==> src/gpio_port_pkg.sv <==
package gpio_port_pkg;

  // ----------------------------------------------------------------
  // Port geometry
  // ----------------------------------------------------------------
  localparam int PIN_COUNT = 6;
  localparam int REG_WIDTH = 8;

  // ----------------------------------------------------------------
  // Register byte offsets on the bus
  // ----------------------------------------------------------------
  localparam logic [3:0] DIR_OFFSET   = 4'h0;
  localparam logic [3:0] DATA_OFFSET  = 4'h4;
  localparam logic [3:0] STATE_OFFSET = 4'h8;
  localparam logic [3:0] ODSEL_OFFSET = 4'hC;

  // ----------------------------------------------------------------
  // Reset values
  // ----------------------------------------------------------------
  localparam logic [5:0] DIR_RESET   = 6'h00;
  localparam logic [5:0] DATA_RESET  = 6'h00;
  localparam logic [5:0] ODSEL_RESET = 6'h00;

  // Value returned for the write-only direction register
  localparam logic [31:0] DIR_READ_VALUE = 32'h00000000;

  // Bus request fields kept together
  typedef struct packed {
    logic [3:0] addr;
    logic       write;
    logic       lowLane;
    logic [5:0] data;
  } bus_req_t;

  // Alternate-function override for one pin
  typedef struct packed {
    logic sel;
    logic outEn;
    logic outVal;
  } alt_fn_t;

endpackage

==> src/pin_driver.sv <==
`timescale 1ns/10ps
// ------------------------------------------------------------------
// Single pin output stage
// ------------------------------------------------------------------
module pin_driver
(
  input  wire logic core_clk,
  input  wire logic rst,
  input  wire logic dirOut,
  input  wire logic dataOut,
  input  wire logic openDrain,
  input  wire logic altSel,
  input  wire logic altOutEn,
  input  wire logic altOutVal,
  output logic      pinOut_q,
  output logic      pinOe_n_q
);

  logic wantDrive;
  logic driveVal;
  logic oeN_d;

  assign wantDrive = altSel ? altOutEn : dirOut;
  assign driveVal  = altSel ? altOutVal : dataOut;
  assign oeN_d = !(wantDrive && !(openDrain && driveVal));

  always_ff @(posedge core_clk)
  begin
    if (rst)
    begin
      pinOut_q  <= 1'b0;
      pinOe_n_q <= 1'b1;
    end
    else
    begin
      pinOut_q  <= driveVal;
      pinOe_n_q <= oeN_d;
    end
  end

endmodule

==> src/six_pin_gpio_port.sv <==
// The implementer's own choices: the address map and register access over Wishbone.
`timescale 1ns/10ps
module six_pin_gpio_port
(
  input  wire logic                    core_clk,
  input  wire logic                    rst,
  input  wire logic                    wb_cyc_i,
  input  wire logic                    wb_stb_i,
  input  wire logic                    wb_we_i,
  input  wire logic [3:0]              wb_adr_i,
  input  wire logic [3:0]              wb_sel_i,
  input  wire logic [31:0]             wb_dat_i,
  output logic      [31:0]             wb_dat_o,
  output logic                         wb_ack_o,
  output logic                         wb_err_o,
  input  wire logic [5:0]              pinIn,
  output logic      [5:0]              pinOut,
  output logic      [5:0]              pinOe_n,
  input  wire gpio_port_pkg::alt_fn_t [5:0] altFn
);

  // ----------------------------------------------------------------
  // Register state
  // ----------------------------------------------------------------
  logic [5:0]  dir_q;
  logic [5:0]  data_q;
  logic [5:0]  odSel_q;
  logic [5:0]  syncA_q;
  logic [5:0]  syncB_q;
  logic        ack_q;
  logic        err_q;
  logic [31:0] rdData_q;

  gpio_port_pkg::bus_req_t req;
  logic        reqNew;
  logic        hitDir;
  logic        hitData;
  logic        hitState;
  logic        hitOdSel;
  logic        hitAny;
  logic        wrLow;
  logic [5:0]  stateView;
  logic [31:0] rdData_d;

  // Bus request decode; ack drops the cycle after it was given
  assign req.addr    = wb_adr_i;
  assign req.write   = wb_we_i;
  assign req.lowLane = wb_sel_i[0];
  assign req.data    = wb_dat_i[5:0];
  assign reqNew   = wb_cyc_i && wb_stb_i && !ack_q && !err_q;
  assign hitDir   = req.addr == gpio_port_pkg::DIR_OFFSET;
  assign hitData  = req.addr == gpio_port_pkg::DATA_OFFSET;
  assign hitState = req.addr == gpio_port_pkg::STATE_OFFSET;
  assign hitOdSel = req.addr == gpio_port_pkg::ODSEL_OFFSET;
  assign hitAny   = hitDir || hitData || hitState || hitOdSel;
  assign wrLow    = reqNew && hitAny && req.write && req.lowLane;

  assign stateView = (dir_q & data_q) | (~dir_q & syncB_q);

  // Read mux; bits above the six pins always read zero
  // direction unreadable
  assign rdData_d =
    hitData  ? {26'h0000000, data_q}    :
    hitState ? {26'h0000000, stateView} :
    hitOdSel ? {26'h0000000, odSel_q}   :
    gpio_port_pkg::DIR_READ_VALUE;

  // ----------------------------------------------------------------
  // Bus answer, one wait state, unmapped gets err
  // ----------------------------------------------------------------
  always_ff @(posedge core_clk)
  begin
    if (rst)
    begin
      ack_q    <= 1'b0;
      err_q    <= 1'b0;
      rdData_q <= 32'h00000000;
    end
    else
    begin
      ack_q    <= reqNew && hitAny;
      err_q    <= reqNew && !hitAny;
      rdData_q <= (reqNew && hitAny && !req.write) ? rdData_d : 32'h00000000;
    end
  end

  assign wb_ack_o = ack_q;
  assign wb_err_o = err_q;
  assign wb_dat_o = rdData_q;

  // ----------------------------------------------------------------
  // Control registers
  // ----------------------------------------------------------------
  // clear at reset
  always_ff @(posedge core_clk)
  begin
    if (rst)
    begin
      dir_q   <= gpio_port_pkg::DIR_RESET;
      data_q  <= gpio_port_pkg::DATA_RESET;
      odSel_q <= gpio_port_pkg::ODSEL_RESET;
    end
    else
    begin
      if (wrLow && hitDir)
        dir_q <= req.data;
      if (wrLow && hitData)
        data_q <= req.data;
      if (wrLow && hitOdSel)
        odSel_q <= req.data;
    end
  end

  // ----------------------------------------------------------------
  // Input synchroniser
  // ----------------------------------------------------------------
  // two-stage sync; first stage feeds second only
  always_ff @(posedge core_clk)
  begin
    if (rst)
    begin
      syncA_q <= 6'h00;
      syncB_q <= 6'h00;
    end
    else
    begin
      syncA_q <= pinIn;
      syncB_q <= syncA_q;
    end
  end

  // ----------------------------------------------------------------
  // Pin drivers, one per pin
  // ----------------------------------------------------------------
  // six pin stages
  for (genvar i = 0; i < gpio_port_pkg::PIN_COUNT; i++)
  begin : g_pin
    pin_driver u_drv
    (
      .core_clk  (core_clk),
      .rst       (rst),
      .dirOut    (dir_q[i]),
      .dataOut   (data_q[i]),
      .openDrain (odSel_q[i]),
      .altSel    (altFn[i].sel),
      .altOutEn  (altFn[i].outEn),
      .altOutVal (altFn[i].outVal),
      .pinOut_q  (pinOut[i]),
      .pinOe_n_q (pinOe_n[i])
    );
  end
endmodule

==> config.mk <==
export PLATFORM = sky130hd
export DESIGN_NAME = six_pin_gpio_port
export DESIGN_NICKNAME = d
export VERILOG_FILES = /design/src/gpio_port_pkg.sv /design/src/pin_driver.sv /design/src/six_pin_gpio_port.sv
export SDC_FILE = /design/constraint.sdc
export NUM_CORES = 1
export LEC_CHECK = 0
export ABC_AREA = 1
export BUFFER_PORTS_ARGS = -buffer_cell sky130_fd_sc_hd__clkbuf_2
export CAP_MARGIN = 0
export CORE_MARGIN = 2
export CORE_UTILIZATION = 48
export CTS_BUF_LIST = sky130_fd_sc_hd__clkbuf_4
export CTS_CLUSTER_SIZE = 16
export DETAILED_ROUTE_END_ITERATION = 6
export PLACE_DENSITY = 0.87
export REMOVE_ABC_BUFFERS = 1
export SYNTH_ARGS = -nofsm -noshare
export SYNTH_HDL_FRONTEND = slang
export SYNTH_SLANG_ARGS = --single-unit
==> constraint.sdc <==
create_clock -name core_clk -period 1.7 [get_ports core_clk]
set_clock_uncertainty 0.15 [all_clocks]
set_input_delay 0.255 -clock core_clk [delete_from_list [all_inputs] [get_ports core_clk]]
set_output_delay 0.255 -clock core_clk [all_outputs]
set_load 0.05 [all_outputs]
==> key figures <==
Critical path
  • WP data arrival: 1.65 ns
  • CP Max Fanout: 8
  • FF-to-FF path depth: 8
  • CP Class: reg -> reg
  • WP buf/inv: 2
  • Slowest stage delay, CP: 0.34 ns
  • Worst setup endpoint: data_q[4]$_SDFFE_PP0P_
  • Critical path's top delay family: simple AND/OR/NAND/NOR gates
  • CP Capture Type: register
  • CP startpoint: wb_ack_o$_SDFF_PP0_
  • Worst-path cell chain: nor2_1 > nand2_1 > nor2_4 > buf_12 > nand2_4 > nand2_1 > inv_1 > nor2_1
  • Cell count along the critical path: 8
  • Startpoint Class: register
  • CP max-delay cell: dfxtp_1
  • Worst R2R Start: wb_ack_o$_SDFF_PP0_
  • Reg2reg end: data_q[4]$_SDFFE_PP0P_
  • CP required: 1.86 ns
  • Reg2Reg Setup Slack: 0.21 ns

Yosys
  • Unique masters post-synth: 22
  • Register area share after synthesis: 40.8%
  • Mean post-synth cell area: 6.92 sq um
  • Synth top area cells: dfxtp_1, buf_4, nand2_1, inv_1, nor2_1
  • Post-Syn Area: 2460 sq um
  • Ys Warns: 0
  • Synthesis-stage register bit count: 50
  • Syn Inst Count: 355
  • Post-synth top area share: 40.8%
  • Cell taking the most area after synthesis: dfxtp_1

Global routing
  • First-pass GRT wire length: slightly below 8000 microns
  • Vias in the first global route: 1869
  • GR Overflow Total: 0
  • Pin count of the biggest net entering global routing: 25
  • Initial antenna violation count: 0
  • GRT Total Usage: 18.0%

CTS
  • # Post-CTS Setup Buffers: 0
  • Clock sink count: 50
  • Max clock buf depth: 2
  • Hold-fix buffers, CTS: 12
  • Clock Root Buffer: clkbuf_4
  • Clock transition at path regs: 0.14 ns
  • Worst skew pair latency: 0.37 ns
  • CTS tree: built
  • Post_cts resized: 0
  • H-tree depth: 2
  • TritonCTS Buffers: 5

Place
  • IO Port Bufs: about 60
  • Placed Area: approximately 2700 sq um
  • GP Congestion: 0.855
  • Detailed placement HPWL: 3690 microns
  • Placed cells: roughly 470

Routing
  • Vias per std cell: 4.35
  • Max layer used: met4
  • Vias: 2123
  • M1 wire length: 2090 microns
  • Drt total wl: about 4800 microns
  • WL met3: 321 microns
  • Drc violations: 0
  • Routed wl met2: 2360 microns
  • Initial drt markers: 111
  • Average wire per standard cell: 9.89 microns
  • First-pass DRT Iterations: 4
  • Post-DRT Antenna Nets: 0

Min path
  • Worst Hold Class: in -> reg
  • Worst Hold Path Cells: 4
  • Hold_sp: altFn[10]

Power and ir drop
  • Switch share: 28.7%
  • Clk network pwr share: 29.3%
  • Seq pwr share: 54.0%
  • Power Dens Cells: approximately 800 nW/um^2
  • Internal: 0.00159 W
  • Comb pwr share: 16.7%
  • Switching pwr: 0.000641 W
  • Leakage: 1.52 nW
  • Final total power: roughly 0.0022 W
  • Max VDD drop: 0.418 mV

STA
  • Setup TNS: 0 ns
  • F_max: about 670 MHz
  • Minimum clock period: 1.49 ns
  • RSZ-0062 raised after global routing: no
  • Finish-stage setup viols: 0
  • Final period util: 87.9%
  • Slew Limit Fails: 0
  • Final hold vios: 0

Floorplan
  • Starting Density: 49.0%
  • Number of placement rows: 26
  • Die area: 5700 sq um
  • Core Area: about 5000 sq um
  • Die width: around 76 microns
  • Ports: 115
  • Die height: around 76 microns

Layout
  • Share of cells above drive strength 1: 19.6%
  • Non-filler cells, final: around 500
  • Nets@finish: between 400 and 500
  • Multi-input logic area: 965 sq um
  • Design area: 2850 sq um
  • N_diodes: 0
  • Fillers: 505
  • Storage cell area: 1000 sq um
  • Synth-to-layout area growth: 15.8%

Outcome
  • Status: completed

Job
  • Max_cap viols: 0
-- final cells by class --
class	instances	area share [%]
timing repair buffer	76	16.4
sequential	50	35.2
multi-input combinational	217	33.9
clock buffer	5	1.32
clock inverter	2	1.19
tap	70	3.08
inverter	68	8.97
-- cells in the mapped netlist --
| cell type | n |
|---|---|
| nand2_1 | 76 |
| inv_1 | 66 |
| nor2_1 | 51 |
| dfxtp_1 | 50 |
| buf_4 | 38 |
| nand3_1 | 28 |
| a21oi_1 | 9 |
| o21ai_0 | 9 |
| o211ai_1 | 6 |
| nor2_4 | 3 |
| buf_1 | 2 |
| buf_2 | 2 |
| buf_6 | 2 |
| inv_2 | 2 |
| nand2_2 | 2 |
| nand2_4 | 2 |
| nor3_1 | 2 |
| clkbuf_1 | 1 |
| conb_1 | 1 |
| nand3_2 | 1 |
| nor2_2 | 1 |
| nor2_8 | 1 |
-- worst min path at each step --
| stage | end | slack (ns) |
|---|---|---|
| 2_1_floorplan | syncA_q[0]$_SDFF_PP0_ | 0.18 |
| 3_3_place_gp | syncB_q[5]$_SDFF_PP0_ | 0.24 |
| 4_1_cts | g_pin[3].u_drv.pinOe_n_q$_SDFF_PP1_ | 0.01 |
| 3_5_place_dp | syncB_q[1]$_SDFF_PP0_ | 0.24 |
| 5_1_grt | g_pin[0].u_drv.pinOe_n_q$_SDFF_PP1_ | 0.03 |
| 6_report | g_pin[3].u_drv.pinOe_n_q$_SDFF_PP1_ | 0.02 |
-- metal layers --
| layer | up-vias | global-route usage [%] |
|---|---|---|
| met5 | - | 0 |
| met4 | 0 | 6.24 |
| met3 | 7 | 4.50 |
| met2 | 71 | 31.5 |
| met1 | 924 | 21.6 |
| li1 | 1121 | - |
-- power groups by stage --
| stage | Clock [W] | Combinational (W) | Sequential [W] |
|---|---|---|---|
| floorplan | 0 | 0.000210 | 0.00128 |
| global placement | 0 | 0.000346 | 0.00123 |
| detailed placement | 0 | 0.000352 | 0.00123 |
| CTS | 0.000672 | 0.000374 | 0.00121 |
| global route | 0.000712 | 0.000405 | 0.00121 |
| finish | 0.000654 | 0.000374 | 0.00120 |
-- metrics by stage --
stage               hold WS [ns]  utilization, %  setup WS [ns]
floorplan                  0.176               -         0.0390
global placement           0.242            53.0          0.189
detailed placement         0.244            53.0          0.137
CTS                       0.0116            56.8          0.192
global route              0.0275            56.8          0.120
finish                    0.0208            56.8          0.206
-- worst reg2reg max path, stage by stage (launching register included) --
cell and delay [ns]:
dfxtp_1 0.34, nor2_1 0.14, nand2_1 0.12, nor2_4 0.24
buf_12 0.16, nand2_4 0.08, nand2_1 0.07, inv_1 0.04
nor2_1 0.09
-- cells in the final DEF, fill, tap and decap left out, types with 5 or more instances in the layout --
| cell | count |
|---|---|
| nor2_1 | 51 |
| inv_1 | 66 |
| conb_1 | 26 |
| dlygate4sd3_1 | 12 |
| clkbuf_2 | 59 |
| a21oi_1 | 9 |
| dfxtp_1 | 50 |
| o21ai_0 | 9 |
| o211ai_1 | 6 |
| clkbuf_4 | 5 |
| nand2_1 | 76 |
| nand3_1 | 28 |
-- logic make-up (layout without fill, tap and decap cells) --
logic type / Yosys count / in the layout / synth area share [%]
AO/OA/AOI/OAI: 24 / 24 / 5.50
other: 1 / 26 / 0.153
flip-flops: 50 / 50 / 40.8
AND/OR/NAND/NOR: 167 / 167 / 29.8
buffers and inverters: 113 / 151 / 23.8
-- state kept, by name (all words and copies together) (netlist names) --
register and cells:
g_pin.u_drv.pinOe_n_q 6, wb_dat_o 6, wb_ack_o 1, odSel_q 6, syncB_q 6, syncA_q 6
g_pin.u_drv.pinOut_q 6, wb_err_o 1, data_q 6, dir_q 6
Power figures use the tool's default switching activity.
